===== src/rpts_pkg.sv =====
// package: constants and types for the reset, park and strap controller
//
// Behaviour
// RULE_01: reset rising edge starts self configuration
// RULE_02: flash pins and gpio float during reset
// RULE_03: light selects and mirror enable low in reset
// RULE_04: host waits 500 ms before control traffic
// RULE_05: host raises fast park before releasing reset
// RULE_06: fast park low 32 us before power off
// RULE_07: normal park request on gpio 8, 20 ms
// RULE_08: straps float in reset, sampled 1.5 us later
// RULE_09: high strap selects test mode, open is normal
// RULE_10: strap pin 4 becomes first trigger output
// RULE_11: board ties manufacturing test enable low
// RULE_12: stereo eye select is trigger input, streaming only
// RULE_13: host changes eye reference mid frame
// RULE_14: host interrupt shows init busy, floats in reset
// RULE_15: synchronise reset and park inputs first
package rpts_pkg;
	localparam int unsigned CLK_HZ        = 25_000_000;
	localparam int unsigned NUM_GPIO      = 20;
	localparam int unsigned NUM_STRAP     = 8;
	localparam int unsigned NORMAL_PARK_GPIO = 8;
	localparam int unsigned TRIG_STRAP    = 4;
	// times in their own units
	localparam int unsigned STRAP_NS      = 1500;
	localparam int unsigned FAST_PARK_US  = 32;
	localparam int unsigned NORMAL_PARK_MS = 20;
	localparam int unsigned I2C_QUIET_MS  = 500;
	localparam int unsigned INIT_US       = 100;
	// derived cycle counts
	localparam int unsigned STRAP_CYC     = (STRAP_NS * (CLK_HZ / 1_000_000)) / 1000;
	localparam int unsigned FAST_PARK_CYC = (FAST_PARK_US * (CLK_HZ / 1_000_000)) - 1;
	localparam int unsigned NORMAL_PARK_CYC = NORMAL_PARK_MS * (CLK_HZ / 1000);
	localparam int unsigned I2C_QUIET_CYC = I2C_QUIET_MS * (CLK_HZ / 1000);
	localparam int unsigned INIT_CYC      = INIT_US * (CLK_HZ / 1_000_000);
	localparam int unsigned CNT_W         = 24;
	localparam logic [1:0]  LSEL_NONE     = 2'h0;

	typedef enum logic [5:0] {
		RPTS_RESET    = 6'b00_0001,
		RPTS_STRAP    = 6'b00_0010,
		RPTS_INIT     = 6'b00_0100,
		RPTS_RUN      = 6'b00_1000,
		RPTS_FASTPARK = 6'b01_0000,
		RPTS_PARKED   = 6'b10_0000
	} rpts_state_t;
endpackage


===== src/rpts_if.sv =====
// interface: pins between the controller and host / power manager
`timescale 1ns/1ps
interface rpts_if;
	import rpts_pkg::*;
	logic                 power_on_reset_in_n;
	logic                 fast_mirror_park_n;
	logic                 manufacturing_test_enable;
	logic                 stereo_eye_select;
	logic [NUM_GPIO-1:0]  gpio_in;
	logic [NUM_GPIO-1:0]  gpio_out;
	logic [NUM_GPIO-1:0]  gpio_oe;
	logic [NUM_STRAP-1:0] strap_in;
	logic [NUM_STRAP-1:0] strap_out;
	logic [NUM_STRAP-1:0] strap_oe;
	logic                 serial_flash_clock;
	logic                 serial_flash_data_out;
	logic                 serial_flash_select_0;
	logic                 serial_flash_select_1;
	logic                 serial_flash_oe;
	logic                 light_source_select_0;
	logic                 light_source_select_1;
	logic                 mirror_driver_enable;
	logic                 host_irq_out;
	logic                 host_irq_oe;

	modport dev (
		input  power_on_reset_in_n, fast_mirror_park_n, manufacturing_test_enable,
		input  stereo_eye_select, gpio_in, strap_in,
		output gpio_out, gpio_oe, strap_out, strap_oe,
		output serial_flash_clock, serial_flash_data_out, serial_flash_select_0,
		output serial_flash_select_1, serial_flash_oe,
		output light_source_select_0, light_source_select_1, mirror_driver_enable,
		output host_irq_out, host_irq_oe
	);
	modport host (
		output power_on_reset_in_n, fast_mirror_park_n, manufacturing_test_enable,
		output stereo_eye_select,
		input  gpio_out, gpio_oe, strap_out, strap_oe,
		input  light_source_select_0, light_source_select_1, mirror_driver_enable,
		input  host_irq_out, host_irq_oe
	);
endinterface


===== src/rpts_dev.sv =====
// module: controller end, reset sequencing, parking and strap sampling
`timescale 1ns/1ps
module rpts_dev #(
	parameter int unsigned STRAP_CYCLES  = rpts_pkg::STRAP_CYC,
	parameter int unsigned INIT_CYCLES   = rpts_pkg::INIT_CYC,
	parameter int unsigned NPARK_CYCLES  = rpts_pkg::NORMAL_PARK_CYC
) (
	// clock and reset
	input  wire logic                           clk_i,
	input  wire logic                           srst_i,
	// pins
	rpts_if.dev                                 pins,
	// user side
	input  wire logic                           stream_mode_i,
	input  wire logic                           trig_out_i,
	input  wire logic [1:0]                     light_sel_i,
	input  wire logic [rpts_pkg::NUM_GPIO-1:0]  gpio_out_i,
	input  wire logic [rpts_pkg::NUM_GPIO-1:0]  gpio_oe_i,
	input  wire logic [3:0]                     flash_i,
	output logic [rpts_pkg::NUM_STRAP-1:0]      test_mode_select_o,
	output logic                                test_mode_o,
	output logic                                trigger_input_o,
	output logic                                running_o,
	output logic                                parked_o,
	output logic [rpts_pkg::NUM_GPIO-1:0]       gpio_in_o
);
	import rpts_pkg::*;

	rpts_state_t        state;
	rpts_state_t        next_state;
	logic [2:0]         rst_sync;
	logic [2:0]         fpark_sync;
	logic [2:0]         npark_sync;
	logic [2:0]         eye_sync;
	logic               rst_q;
	logic               fpark_q;
	logic               npark_q;
	logic               rst_rise;
	logic [CNT_W-1:0]   cnt;
	logic               cnt_done;
	logic               npark_busy;
	logic [CNT_W-1:0]   npark_cnt;
	logic [NUM_STRAP-1:0] strap_s1;
	logic [NUM_STRAP-1:0] strap_s2;
	logic [NUM_STRAP-1:0] strap_s3;
	logic [NUM_GPIO-1:0]  gpio_s1;
	logic [NUM_GPIO-1:0]  gpio_s2;
	logic [NUM_GPIO-1:0]  gpio_s3;
	logic [NUM_GPIO-1:0]  gpio_agree;

	// three stage synchronisers; a level counts once stages two and three agree
	always_ff @(posedge clk_i) begin
		if (srst_i) begin
			rst_sync   <= 3'h0;
			fpark_sync <= 3'h0;
			npark_sync <= 3'h7;
			eye_sync   <= 3'h0;
		end else begin
			rst_sync   <= {rst_sync[1:0], pins.power_on_reset_in_n}; // see RULE_15
			fpark_sync <= {fpark_sync[1:0], pins.fast_mirror_park_n}; // see RULE_15
			npark_sync <= {npark_sync[1:0], pins.gpio_in[NORMAL_PARK_GPIO]};
			eye_sync   <= {eye_sync[1:0], pins.stereo_eye_select};
		end
	end

	always_ff @(posedge clk_i) begin
		if (srst_i) begin
			rst_q   <= 1'b0;
			fpark_q <= 1'b0;
			npark_q <= 1'b1;
		end else begin
			if (rst_sync[2] == rst_sync[1])
				rst_q <= rst_sync[2];
			if (fpark_sync[2] == fpark_sync[1])
				fpark_q <= fpark_sync[2];
			if (npark_sync[2] == npark_sync[1])
				npark_q <= npark_sync[2];
		end
	end

	// straps and gpio are pins too, so they pass the same three stages
	always_ff @(posedge clk_i) begin
		if (srst_i) begin
			strap_s1 <= '0;
			strap_s2 <= '0;
			strap_s3 <= '0;
			gpio_s1  <= '0;
			gpio_s2  <= '0;
			gpio_s3  <= '0;
		end else begin
			strap_s1 <= pins.strap_in;
			strap_s2 <= strap_s1;
			strap_s3 <= strap_s2;
			gpio_s1  <= pins.gpio_in;
			gpio_s2  <= gpio_s1;
			gpio_s3  <= gpio_s2;
		end
	end

	assign gpio_agree = ~(gpio_s2 ^ gpio_s3);
	assign rst_rise = !rst_q && (rst_sync[2] == rst_sync[1]) && rst_sync[2];
	assign cnt_done = (cnt == '0);

	always_comb begin
		next_state = state;
		unique case (state)
			RPTS_RESET:    if (rst_rise) next_state = RPTS_STRAP; // see RULE_01
			RPTS_STRAP:    if (cnt_done) next_state = RPTS_INIT; // see RULE_08
			RPTS_INIT:     if (cnt_done) next_state = RPTS_RUN;
			RPTS_RUN:      if (!fpark_q) next_state = RPTS_FASTPARK; // see RULE_06
			RPTS_FASTPARK: if (cnt_done) next_state = RPTS_PARKED;
			RPTS_PARKED:   if (fpark_q) next_state = RPTS_INIT;
		endcase
		if (!rst_q && !rst_rise)
			next_state = RPTS_RESET;
	end

	always_ff @(posedge clk_i) begin
		if (srst_i)
			state <= RPTS_RESET;
		else
			state <= next_state;
	end

	// phase timer, loaded on each state entry
	always_ff @(posedge clk_i) begin
		if (srst_i)
			cnt <= '0;
		else if (next_state != state) begin
			unique case (next_state)
				RPTS_STRAP:    cnt <= CNT_W'(STRAP_CYCLES - 1);
				RPTS_INIT:     cnt <= CNT_W'(INIT_CYCLES - 1);
				RPTS_FASTPARK: cnt <= CNT_W'(FAST_PARK_CYC - 1); // see RULE_06
				default:       cnt <= '0;
			endcase
		end else if (!cnt_done)
			cnt <= cnt - 1'b1;
	end

	// normal park takes the full slow interval; the mirrors stay parked after
	always_ff @(posedge clk_i) begin
		if (srst_i || state == RPTS_RESET) begin
			npark_busy <= 1'b0;
			npark_cnt  <= '0;
		end else if (state == RPTS_RUN && !npark_q && !npark_busy) begin
			npark_busy <= 1'b1; // see RULE_07
			npark_cnt  <= CNT_W'(NPARK_CYCLES - 1);
		end else if (npark_busy && npark_cnt != '0)
			npark_cnt <= npark_cnt - 1'b1;
	end

	// straps caught once, at the end of the sampling interval
	// a strap counts high only when both stages agree; an unsettled pin means normal
	always_ff @(posedge clk_i) begin
		if (srst_i)
			test_mode_select_o <= '0;
		else if (state == RPTS_STRAP && cnt_done)
			test_mode_select_o <= strap_s3 & strap_s2; // see RULE_08
	end

	always_ff @(posedge clk_i) begin
		if (srst_i)
			test_mode_o <= 1'b0;
		else if (state == RPTS_STRAP && cnt_done)
			test_mode_o <= |(strap_s3 & strap_s2); // see RULE_09
	end

	logic out_live;
	logic mirrors_on;
	assign out_live   = (state != RPTS_RESET) && (next_state != RPTS_RESET);
	assign mirrors_on = (next_state == RPTS_RUN) && !(npark_busy && npark_cnt == '0);

	always_ff @(posedge clk_i) begin
		if (srst_i) begin
			pins.gpio_oe          <= '0;
			pins.gpio_out         <= '0;
			pins.serial_flash_oe  <= 1'b0;
			pins.serial_flash_clock    <= 1'b0;
			pins.serial_flash_data_out <= 1'b0;
			pins.serial_flash_select_0 <= 1'b0;
			pins.serial_flash_select_1 <= 1'b0;
			pins.strap_oe         <= '0;
			pins.strap_out        <= '0;
			pins.light_source_select_0 <= 1'b0;
			pins.light_source_select_1 <= 1'b0;
			pins.mirror_driver_enable  <= 1'b0;
			pins.host_irq_oe      <= 1'b0;
			pins.host_irq_out     <= 1'b0;
		end else begin
			// park request pin stays an input whatever the user asks
			pins.gpio_oe  <= out_live ? (gpio_oe_i & ~(NUM_GPIO'(1) << NORMAL_PARK_GPIO))
				: '0; // see RULE_02
			pins.gpio_out <= out_live ? gpio_out_i : '0;
			pins.serial_flash_oe       <= out_live; // see RULE_02
			pins.serial_flash_clock    <= out_live & flash_i[0];
			pins.serial_flash_data_out <= out_live & flash_i[1];
			pins.serial_flash_select_0 <= !out_live | flash_i[2];
			pins.serial_flash_select_1 <= !out_live | flash_i[3];
			// straps float until sampled, then drive; pin 4 carries the trigger
			pins.strap_oe  <= (out_live && state != RPTS_STRAP) ? '1 : '0; // see RULE_08
			pins.strap_out <= '0;
			pins.strap_out[TRIG_STRAP] <= out_live && state != RPTS_STRAP
				&& trig_out_i; // see RULE_10
			// light selects and mirror enable forced low outside running
			pins.light_source_select_0 <= mirrors_on & light_sel_i[0]; // see RULE_03
			pins.light_source_select_1 <= mirrors_on & light_sel_i[1]; // see RULE_03
			pins.mirror_driver_enable  <= mirrors_on; // see RULE_03
			// irq active low: low while busy initialising, high once running
			pins.host_irq_oe  <= out_live; // see RULE_14
			pins.host_irq_out <= (next_state == RPTS_RUN);
		end
	end

	always_ff @(posedge clk_i) begin
		if (srst_i) begin
			trigger_input_o <= 1'b0;
			running_o       <= 1'b0;
			parked_o        <= 1'b1;
			gpio_in_o       <= '0;
		end else begin
			// the third stage is taken once the second agrees, never the first
			trigger_input_o <= stream_mode_i && (eye_sync[2] == eye_sync[1])
				? eye_sync[2] : trigger_input_o & stream_mode_i; // see RULE_12
			running_o       <= mirrors_on;
			parked_o        <= !mirrors_on;
			gpio_in_o       <= (gpio_in_o & ~gpio_agree) | (gpio_s3 & gpio_agree);
		end
	end
endmodule


===== src/flat_wrapper.sv =====
// flat-port wrapper written by rule: the top's interface ports become plain ports
module rpts_dev_flat import rpts_pkg::*;
#(
	parameter int unsigned STRAP_CYCLES  = rpts_pkg::STRAP_CYC,
	parameter int unsigned INIT_CYCLES   = rpts_pkg::INIT_CYC,
	parameter int unsigned NPARK_CYCLES  = rpts_pkg::NORMAL_PARK_CYC
)
  (clk_i, srst_i, stream_mode_i, trig_out_i, light_sel_i, gpio_out_i, gpio_oe_i, flash_i, test_mode_select_o, test_mode_o, trigger_input_o, running_o, parked_o, gpio_in_o, pins_power_on_reset_in_n, pins_fast_mirror_park_n, pins_manufacturing_test_enable, pins_stereo_eye_select, pins_gpio_in, pins_strap_in, pins_gpio_out, pins_gpio_oe, pins_strap_out, pins_strap_oe, pins_serial_flash_clock, pins_serial_flash_data_out, pins_serial_flash_select_0, pins_serial_flash_select_1, pins_serial_flash_oe, pins_light_source_select_0, pins_light_source_select_1, pins_mirror_driver_enable, pins_host_irq_out, pins_host_irq_oe);
  rpts_if pins_i ();
  input  wire logic clk_i;
  input  wire logic srst_i;
  input  wire logic stream_mode_i;
  input  wire logic trig_out_i;
  input  wire logic [1:0] light_sel_i;
  input  wire logic [rpts_pkg::NUM_GPIO-1:0] gpio_out_i;
  input  wire logic [rpts_pkg::NUM_GPIO-1:0] gpio_oe_i;
  input  wire logic [3:0] flash_i;
  output logic [rpts_pkg::NUM_STRAP-1:0] test_mode_select_o;
  output logic test_mode_o;
  output logic trigger_input_o;
  output logic running_o;
  output logic parked_o;
  output logic [rpts_pkg::NUM_GPIO-1:0] gpio_in_o;
  input wire logic [$bits(pins_i.power_on_reset_in_n)-1:0] pins_power_on_reset_in_n;
  input wire logic [$bits(pins_i.fast_mirror_park_n)-1:0] pins_fast_mirror_park_n;
  input wire logic [$bits(pins_i.manufacturing_test_enable)-1:0] pins_manufacturing_test_enable;
  input wire logic [$bits(pins_i.stereo_eye_select)-1:0] pins_stereo_eye_select;
  input wire logic [$bits(pins_i.gpio_in)-1:0] pins_gpio_in;
  input wire logic [$bits(pins_i.strap_in)-1:0] pins_strap_in;
  output wire logic [$bits(pins_i.gpio_out)-1:0] pins_gpio_out;
  output wire logic [$bits(pins_i.gpio_oe)-1:0] pins_gpio_oe;
  output wire logic [$bits(pins_i.strap_out)-1:0] pins_strap_out;
  output wire logic [$bits(pins_i.strap_oe)-1:0] pins_strap_oe;
  output wire logic [$bits(pins_i.serial_flash_clock)-1:0] pins_serial_flash_clock;
  output wire logic [$bits(pins_i.serial_flash_data_out)-1:0] pins_serial_flash_data_out;
  output wire logic [$bits(pins_i.serial_flash_select_0)-1:0] pins_serial_flash_select_0;
  output wire logic [$bits(pins_i.serial_flash_select_1)-1:0] pins_serial_flash_select_1;
  output wire logic [$bits(pins_i.serial_flash_oe)-1:0] pins_serial_flash_oe;
  output wire logic [$bits(pins_i.light_source_select_0)-1:0] pins_light_source_select_0;
  output wire logic [$bits(pins_i.light_source_select_1)-1:0] pins_light_source_select_1;
  output wire logic [$bits(pins_i.mirror_driver_enable)-1:0] pins_mirror_driver_enable;
  output wire logic [$bits(pins_i.host_irq_out)-1:0] pins_host_irq_out;
  output wire logic [$bits(pins_i.host_irq_oe)-1:0] pins_host_irq_oe;
  assign pins_i.power_on_reset_in_n = pins_power_on_reset_in_n;
  assign pins_i.fast_mirror_park_n = pins_fast_mirror_park_n;
  assign pins_i.manufacturing_test_enable = pins_manufacturing_test_enable;
  assign pins_i.stereo_eye_select = pins_stereo_eye_select;
  assign pins_i.gpio_in = pins_gpio_in;
  assign pins_i.strap_in = pins_strap_in;
  assign pins_gpio_out = pins_i.gpio_out;
  assign pins_gpio_oe = pins_i.gpio_oe;
  assign pins_strap_out = pins_i.strap_out;
  assign pins_strap_oe = pins_i.strap_oe;
  assign pins_serial_flash_clock = pins_i.serial_flash_clock;
  assign pins_serial_flash_data_out = pins_i.serial_flash_data_out;
  assign pins_serial_flash_select_0 = pins_i.serial_flash_select_0;
  assign pins_serial_flash_select_1 = pins_i.serial_flash_select_1;
  assign pins_serial_flash_oe = pins_i.serial_flash_oe;
  assign pins_light_source_select_0 = pins_i.light_source_select_0;
  assign pins_light_source_select_1 = pins_i.light_source_select_1;
  assign pins_mirror_driver_enable = pins_i.mirror_driver_enable;
  assign pins_host_irq_out = pins_i.host_irq_out;
  assign pins_host_irq_oe = pins_i.host_irq_oe;
  rpts_dev #(.STRAP_CYCLES(STRAP_CYCLES), .INIT_CYCLES(INIT_CYCLES), .NPARK_CYCLES(NPARK_CYCLES)) u_core (.clk_i(clk_i), .srst_i(srst_i), .pins(pins_i), .stream_mode_i(stream_mode_i), .trig_out_i(trig_out_i), .light_sel_i(light_sel_i), .gpio_out_i(gpio_out_i), .gpio_oe_i(gpio_oe_i), .flash_i(flash_i), .test_mode_select_o(test_mode_select_o), .test_mode_o(test_mode_o), .trigger_input_o(trigger_input_o), .running_o(running_o), .parked_o(parked_o), .gpio_in_o(gpio_in_o));
endmodule

===== config.mk =====
export PLATFORM = sky130hd
export DESIGN_NAME = rpts_dev_flat
export DESIGN_NICKNAME = d
export VERILOG_FILES = /design/src/rpts_pkg.sv /design/src/rpts_if.sv /design/src/rpts_dev.sv /design/src/flat_wrapper.sv
export SDC_FILE = /design/constraint.sdc
export NUM_CORES = 1
export LEC_CHECK = 0
export ABC_AREA = 1
export BUFFER_PORTS_ARGS = -buffer_cell sky130_fd_sc_hd__buf_2
export CAP_MARGIN = 10
export CELL_PAD_IN_SITES_DETAIL_PLACEMENT = 1
export CELL_PAD_IN_SITES_GLOBAL_PLACEMENT = 1
export CORE_AREA = 2 2 177 179
export DETAILED_ROUTE_END_ITERATION = 8
export DIE_AREA = 0 0 179 181
export GPL_TIMING_DRIVEN = 0
export PLACE_DENSITY_LB_ADDON = 0.1
export SLEW_MARGIN = 20
export SYNTH_ARGS = -nofsm -noshare
export SYNTH_HDL_FRONTEND = slang
export SYNTH_SLANG_ARGS = --single-unit

===== constraint.sdc =====
create_clock -name clk_i -period 4.1 [get_ports clk_i]
set_input_delay 0.205 -clock clk_i [delete_from_list [all_inputs] [get_ports clk_i]]
set_output_delay 0.205 -clock clk_i [all_outputs]
set_load 0.03 [all_outputs]

==> results.cfg, run 1 <==
[pwr]
finalPower_uw = 5930
power_switching_uw = 1600
p_per_area_nw_per_um2 = 505
pwr-share-clk_pct = 40.9
pwr-share-comb_pct = 16.5
p_int_uw = 4330
ir_worst_vdd_uv = 341
p_leak_uw = 0.00573
p_seq_share_pct = 42.5
power_switching_share_pct = 27.0

[status]
status = finished, final reports clean

[detailed_routing]
drc = 0
via_per_inst = 4.22
drtAntennaViolNets = 0
drt_first_pass_iters = 4
wl_per_cell_um = 13.5
vias = 7587
drtIter0Drc = 228
wirelength_um = 24300

[logic_synthesis]
seq_area_frac_synth_pct = 54.1
synthMuxAreaShare_pct = 0
synthDistinctLibCells = 41
ys_seq_elements = 235
synth_common_cells = nor2_1, dfxtp_1, inv_1
synth_top_family_by_area = simple AND/OR/NAND/NOR gates
synthArstFlopShare_pct = 0
synthFlopType = dfxtp_1
synthSimpleGateAreaFrac_pct = 23.9
synth_top_area_share_pct = 54.1
synth_cells = 1099
yosysMostFrequentCell = nor2_1
synth_xor_area_share_pct = 2.92
synth.area.top_cells = dfxtp_1, nor2_1, inv_1
syn_area_um2 = 8700
synth_fa_ha_area_share_pct = 0.288
synth-compound-area-share_pct = 7.01
synth-edff-count = 0
synth.yosys.warnings = 0
synth_top_area_cell = dfxtp_1
avgSynthCellArea_um2 = 7.91

[placed_design]
place_hpwl_um = 17100
preCtsSetupSlack_ps = 1340
routabilityCongestion = 0.810
io_buffers = 168

[sta]
hold_viol = 0
relSlewSlack_pct = 53.0
finalSetupTns_ps = 0
setup_viol = 0
rsz0062_at_grt = no
timing.fmax_mhz = 371
worstMarginPinSlew_ps = 703
period_needed_ps = 2690
fin_crit_sh_pct = 65.7
clock_skew_ps = 13.0
layout_setup_ws_ps = 1410
slew_violations = 0

[critical_path]
r2r_slack_ps = 1410
reg2reg_to = u_core.cnt[2]
cp-startpoint = u_core.cnt[0]
critPathKind = reg -> reg
setup.worst_path.start_class = flop
endpoint_kind = flop
rr_startpoint = u_core.cnt[0]
required_ps = 4520
r2r_cells = 17
cp_max_fo = 9
arrival_ps = 3120
cp-endpoint = u_core.cnt[2]

[clock_network]
post_cts_buffers = 0
post_cts_resized = 0
clkSinkCount = 235
insertion_delay_ps = 530
cts.htree.levels = 1
cts_tree = yes
root_buffer = clkbuf_16
clk_pin_slew_worst_paths_ps = 60
clk_path_buf_depth = 3
holdBufCountCts = 78
cts_buffers = 28

[global_routing]
grt_pass1_wl_um = 39800
grtUsageTotal_pct = 15.1
grt-ovfl-total = 0
grt_pass1_vias = 7884
antenna_found_initial = 1
grt_max_degree = 14

[layout]
drive_above_1_share_pct = 19.3
area_growth_syn_to_layout_pct = 35.2
nets = 1466
fillerInstances = 3708

[job]
cap_violations = 0

[die]
die_w_um = 179
rows = 64
io_pins = 180
start_util_pct = 28.7
fp.dieArea_um2 = 32400
coreArea_um2 = 30300
dieHeight_um = 181

[worst_hold_path]
hold_path.class = in -> reg
hp-start = srst_i
hold_depth = 2
-- worst min path at each step --
stage                                      end
final                          u_core.state[3]
after global routing           u_core.state[3]
after detailed placement    u_core.gpio_s2[13]
after floorplan           u_core.npark_sync[0]
after CTS                      u_core.state[3]
after global placement      u_core.strap_s2[7]
-- cell type report --
type,count,area (um^2),area share [%]
multi-input combinational,631,3000,25.5
buffer,44,285,2.43
timing repair buffer,246,1620,13.8
inverter,196,736,6.26
clock inverter,5,50.0,0.426
tap,396,495,4.21
sequential,235,4700,40.0
clock buffer,45,866,7.36
antenna,1,2.50,0.0213
-- routing by layer --
metal | GRT usage, % | up-vias | part of all wire [%]
li1 | - | 3915 | -
met1 | 19.1 | 3449 | 45
met2 | 26.1 | 178 | 47
met3 | 2.71 | 45 | 5.3
met4 | 4.36 | 0 | 2.8
met5 | 0 | - | 0
-- placed cells by master (no fill, tap or decap), drive strengths merged, types with 36 or more instances in the layout --
cell type / instances
inv: 193
nand3: 36
clkbuf: 60
nor2: 261
nand2: 123
dlygate4sd3: 78
dfxtp: 235
buf: 197
a21oi: 52
o21ai: 48
-- flip-flops by register name (all words and copies together), names as in the netlist, 6 cells and up, named ones only --
| name | count |
|---|---|
| u_core.test_mode_select_o | 8 |
| u_core.state | 6 |
| u_core.npark_cnt | 24 |
| u_core.pins.gpio_oe | 19 |
| u_core.strap_s3 | 8 |
| u_core.strap_s1 | 8 |
| u_core.strap_s2 | 8 |
| u_core.pins.gpio_out | 20 |
| u_core.gpio_s3 | 20 |
| u_core.gpio_s2 | 20 |
| u_core.gpio_s1 | 20 |
| u_core.cnt | 24 |
-- stage by stage --
| stage | util [%] | hold WS [ps] | area, um^2 | cells |
|---|---|---|---|---|
| 2_1_floorplan | - | 310 | 8720 | 1106 |
| 3_3_place_gp | 33.1 | 390 | 10100 | 1670 |
| 3_5_place_dp | 33.1 | 395 | 10100 | 1670 |
| 4_1_cts | 38.7 | 198 | 11800 | 1798 |
| 5_1_grt | 38.7 | 271 | 11800 | 1799 |
| 6_report | 38.7 | 232 | 11800 | 1799 |
-- logic make-up after synthesis --
group / count (synthesis)
AOI/OAI and AO/OA: 113
xor gates and xnor gates: 29
adders and majority gates: 2
buffers and inverters: 240
DFF: 235
other: 1
and+or+nand+nor: 479
-- power by group through the flow --
stage	registers, uW	clock network, uW	logic [uW]
2_1_floorplan	2550	0	721
3_3_place_gp	2570	0	922
3_5_place_dp	2570	0	936
4_1_cts	2530	2520	1000
5_1_grt	2540	2630	1120
6_report	2520	2430	981
-- critical path, stage by stage, from the launching register on --
cell and delay [ps]:
dfxtp_1 330, inv_1 150, ha_1 300, nand2_2 130, nor2_4 210, nand4_1 240
nand2_1 120, nand2_1 60, nand2_1 80, nand2_1 150, nand2_1 110, nand2_1 90
nor2_4 150, nand2_2 180, inv_2 140, nand2_1 60, nand2_1 60, nor2_1 40
(Power assumes the default switching activity.)
==> run 2, diff against run 1 <==
==> constraint.sdc (replaced) <==
create_clock -name clk_i -period 2.72 [get_ports clk_i]
set_input_delay 0.136 -clock clk_i [delete_from_list [all_inputs] [get_ports clk_i]]
set_output_delay 0.136 -clock clk_i [all_outputs]
set_load 0.03 [all_outputs]
==> results.cfg, run 2 (synthesis gave the netlist of run 1 again) <==
[global_routing]
antenna_found_initial = 1
grt-ovfl-total = 0
grt_max_degree = 14
grt_pass1_vias = 7880
grtUsageTotal_pct = 15.1
grt_pass1_wl_um = 39800

[die]
io_pins = 180
coreArea_um2 = 30300
dieHeight_um = 181
start_util_pct = 28.7
die_w_um = 179
fp.dieArea_um2 = 32400
rows = 64

[detailed_routing]
drc = 0
vias = 7587
drtIter0Drc = 235
drt_first_pass_iters = 4
wirelength_um = 24300
drtAntennaViolNets = 0
via_per_inst = 4.22
wl_per_cell_um = 13.5

[layout]
layout_commonest_cell = nor2_1
layout_common_cells = nor2_1, dfxtp_1, inv_1, buf_2, nand2_1
top_regs = u_core.cnt x24, u_core.npark_cnt x24
drive_above_1_share_pct = 20.0
fin_area_um2 = 11800
fillerInstances = 3699
nets = 1467
area_growth_syn_to_layout_pct = 35.7

[pwr]
p_per_area_nw_per_um2 = 760
p_seq_share_pct = 42.4
pwr-share-clk_pct = 40.8
power_switching_share_pct = 27.0
p_int_uw = 6550
ir_worst_vdd_uv = 515
p_leak_uw = 0.00574
pwr-share-comb_pct = 16.8
power_switching_uw = 2420

[critical_path]
slowest_stage = dfxtp_1
setup.worst_path.start_class = flop
r2r_slack_ps = 260
reg2reg_to = u_core.npark_cnt[17]
r2r_cells = 16
cp_top_family = simple AND/OR/NAND/NOR gates
cp_max_fo = 5
critPathKind = reg -> reg
crit_buf_inv = 4
cp_slowest_stage_delay_ps = 340
crit_path_frequent_cell = nand2_1
required_ps = 3150
arrival_ps = 2890
path_cells = inv_1 -> ha_1 -> inv_1 -> nor3_1 -> nand3_1 -> nand2_1 -> nor2_1 -> inv_1 -> nor2_2 -> nand2_1 -> nor2_2 -> nand2_1 -> nand2_1 -> nand3_1 -> nand2_1 -> inv_1
endpoint_kind = flop
rr_startpoint = u_core.npark_cnt[0]

[clock_network]
cts.htree.levels = 1
clkSinkCount = 235
clk_path_buf_depth = 3
root_buffer = clkbuf_16
cts_buffers = 28
insertion_delay_ps = 530
clk_pin_slew_worst_paths_ps = 60
cts_tree = yes

[sta]
slew_violations = 0
setup_viol = 0
finalSetupTns_ps = 0
fin_crit_sh_pct = 90.5
timing.fmax_mhz = 406
rsz0062_at_grt = no
period_needed_ps = 2460
worstMarginPinSlew_ps = 714
clock_skew_ps = 11.6
relSlewSlack_pct = 52.2
hold_viol = 0

[worst_hold_path]
hold_depth = 2
hold_path.class = in -> reg
hp-start = srst_i
worstHoldEndpoint = u_core.state[3]

[job]
cap_violations = 0

[placed_design]
routabilityCongestion = 0.810
io_buffers = 168
place_hpwl_um = 17100
placed_area_um2 = 10100

[status]
status = finished, final reports clean
==> run 2: worst max path at each step <==
stage	startpoint	to	cells after the start
6_report	u_core.npark_cnt[0]	u_core.npark_cnt[17]	16
5_1_grt	u_core.state[4]	u_core.cnt[11]	16
4_1_cts	u_core.cnt[0]	u_core.cnt[2]	15
3_5_place_dp	u_core.cnt[0]	u_core.cnt[0]	16
3_3_place_gp	u_core.cnt[0]	u_core.cnt[0]	16
2_1_floorplan	u_core.cnt[0]	u_core.pins.strap_oe[6]	14
==> run 2: worst reg2reg max path: cells and delay by family (launching register included) <==
family / cells / cell delay, ps
adders and majority gates: 1 / 220
DFF: 1 / 340
buffers and inverters: 4 / 330
and+or+nand+nor: 11 / 1470
==> run 2: repair_timing <==
action / CTS / global route
buffers inserted: 0 / 1
gates cloned: 0 / 0
setup endpoints to repair: 10 / 79
hold endpoints to repair: 79 / 0
hold buffers: 78 / 0
pin swaps: 1 / 0
resized for setup: 3 / 8
==> run 2: area by class of cell <==
cell class | instances | area [um^2] | share of cell area, %
clock inverter | 5 | 50.0 | 0.424
multi-input combinational | 631 | 3030 | 25.7
sequential | 235 | 4700 | 39.9
tap | 396 | 495 | 4.20
inverter | 196 | 736 | 6.23
antenna | 1 | 2.50 | 0.0212
timing repair buffer | 247 | 1630 | 13.8
buffer | 44 | 285 | 2.42
clock buffer | 45 | 866 | 7.34
==> run 2: stage by stage <==
| step | instances | hold slack, ps | worst slack [ps] | util (%) | total power [uW] |
|---|---|---|---|---|---|
| finish | 1800 | 162 | 258 | 38.9 | 8960 |
| detailed placement | 1670 | 345 | -43.7 | 33.1 | 5290 |
| global route | 1800 | 202 | 27.6 | 38.9 | 9510 |
| floorplan | 1106 | 241 | 650 | - | 4930 |
| global placement | 1670 | 340 | -46.2 | 33.1 | 5270 |
| CTS | 1798 | 129 | 46.3 | 38.8 | 9120 |
==> run 2: routing by layer <==
metal,up-vias,share of wire [%],global-route usage (%)
met5,-,0,0
met4,0,2.8,4.36
met3,45,5.2,2.71
met2,171,47,26.1
met1,3454,45,19.1
li1,3917,-,-
==> run 2: power by group through the flow <==
stage               registers (uW)  logic [uW]  clock network [uW]
finish                        3810        1500                3660
global route                  3830        1720                3960
CTS                           3810        1510                3800
detailed placement            3880        1410                   0
global placement              3880        1390                   0
floorplan                     3840        1090                   0
==> run 3, diff against run 2 <==
--- a/config.mk
+++ b/config.mk
@@ -7,7 +7,6 @@
 export LEC_CHECK = 0
 export ABC_AREA = 1
 export BUFFER_PORTS_ARGS = -buffer_cell sky130_fd_sc_hd__buf_2
-export CAP_MARGIN = 10
 export CELL_PAD_IN_SITES_DETAIL_PLACEMENT = 1
 export CELL_PAD_IN_SITES_GLOBAL_PLACEMENT = 1
 export CORE_AREA = 2 2 177 179
==> constraint.sdc (replaced) <==
create_clock -name clk_i -period 2.1 [get_ports clk_i]
set_input_delay 0.105 -clock clk_i [delete_from_list [all_inputs] [get_ports clk_i]]
set_output_delay 0.105 -clock clk_i [all_outputs]
set_load 0.03 [all_outputs]
==> results.cfg, run 3 (synthesis gave the netlist of run 1 again) <==
[critical_path]
slowest_stage = dfxtp_4
endpoint_kind = flop
cp_max_fo = 7
setup.worst_path.start_class = flop
cp_top_family = simple AND/OR/NAND/NOR gates
path_cells = buf_4 -> nor2_2 -> o21ai_2 -> nand3_4 -> buf_4 -> nand4_1 -> nand2_1 -> nand2_1 -> nand2_1 -> nor2_4 -> nand2_4 -> inv_4 -> nand2_8 -> o21bai_2
required_ps = 2570
cp_slowest_stage_delay_ps = 400
arrival_ps = 2710
critPathKind = reg -> reg
crit_buf_inv = 3
crit_path_frequent_cell = nand2_1

[detailed_routing]
drtIter0Drc = 219
wl_per_cell_um = 14.3
vias = 8017
drc = 0
wirelength_um = 26500
drt_first_pass_iters = 4
drtAntennaViolNets = 0
via_per_inst = 4.31

[sta]
period_needed_ps = 2240
whs_ps = 173
relSlewSlack_pct = 51.5
layout_setup_ws_ps = -142
clock_skew_ps = 10.4
rsz0062_at_grt = yes
setup_viol = 66
hold_viol = 0
worstMarginPinSlew_ps = 727
timing.fmax_mhz = 446
slew_violations = 0
fin_crit_sh_pct = 107

[placed_design]
placed_area_um2 = 10100
io_buffers = 168
preCtsSetupSlack_ps = -664
place_hpwl_um = 17100
placedCellCount = 1670
routabilityCongestion = 0.810

[die]
io_pins = 180
die_w_um = 179
dieHeight_um = 181
coreArea_um2 = 30300
fp.dieArea_um2 = 32400
start_util_pct = 28.7
rows = 64

[clock_network]
clk_path_buf_depth = 3
cts_tree = yes
insertion_delay_ps = 540
cts.htree.levels = 1
clkSinkCount = 235
root_buffer = clkbuf_16
cts_buffers = 28
clk_pin_slew_worst_paths_ps = 60

[layout]
fin_area_um2 = 13100
drive_above_1_share_pct = 32.8
area_growth_syn_to_layout_pct = 50.7
nets = 1526
top_regs = u_core.cnt x24, u_core.npark_cnt x24
layout_commonest_cell = dfxtp_1
layout_common_cells = dfxtp_1, nor2_1, inv_1, buf_2, nand2_1
postLayoutCoreUtil_pct = 43.2
fin_cells = 1859

[global_routing]
grt_pass1_wl_um = 41200
antenna_found_initial = 1
grt_max_degree = 14
grtUsageTotal_pct = 15.6
grt_pass1_vias = 8125
grt-ovfl-total = 0

[status]
status = finished with violations
violations = negative setup slack

[pwr]
p_leak_uw = 0.00629
ir_worst_vdd_uv = 705
p_per_area_nw_per_um2 = 937

[worst_hold_path]
hold_path.class = in -> reg

[job]
cap_violations = 0
[run 3: final cells by class]
| class | instances | area [um^2] |
|---|---|---|
| antenna | 1 | 2.50 |
| buffer | 43 | 307 |
| clock buffer | 45 | 866 |
| clock inverter | 5 | 50.0 |
| fill | 3610 | 17200 |
| inverter | 196 | 742 |
| multi-input combinational | 633 | 3710 |
| sequential | 235 | 4740 |
| tap | 396 | 495 |
| timing repair buffer | 305 | 2190 |
[run 3: worst register-to-register path, stage by stage (launching register included)]
cell      delay (ps)
dfxtp_4          400
buf_4            130
nor2_2            50
o21ai_2          180
nand3_4          150
buf_4            170
nand4_1          170
nand2_1          110
nand2_1           70
nand2_1           80
nor2_4           210
nand2_4          150
inv_4            120
nand2_8           70
o21bai_2         110
[run 3: worst paths after layout]
kind	from	endpoint	slack [ps]	cells after the start
worst max-delay path	u_core.state[2]	u_core.cnt[0]	-140	14
worst min register to register	u_core.gpio_s1[15]	u_core.gpio_s2[15]	400	2
worst max register to register	u_core.state[2]	u_core.cnt[0]	-140	14
worst min-delay path	srst_i	u_core.state[3]	170	2
[run 3: routing by layer]
metal	GRT usage [%]	share of wire, %
met4	4.68	3.0
met5	0	0
met2	27.4	49
met3	2.65	4.6
met1	19.5	43
[run 3: power by group]
group	internal, uW	switching, uW	leakage, uW
sequential	4720	226	0.00192
clock	2910	1860	0.000454
combinational	1180	1390	0.00391
[run 3: stage by stage]
step	setup TNS (ps)	power (uW)
2_1_floorplan	0	6380
3_5_place_dp	-46550	6850
4_1_cts	-645	12300
6_report	-5310	12300
3_3_place_gp	-45830	6820
5_1_grt	-15860	13000
[run 3: repair_timing]
item	in CTS	in global routing
cloned	3	5
setup buffers	28	25
setup endpoints to repair	109	98
resized for setup	122	106
hold endpoints to repair	79	0
hold buffers	78	0
pin swaps	38	21
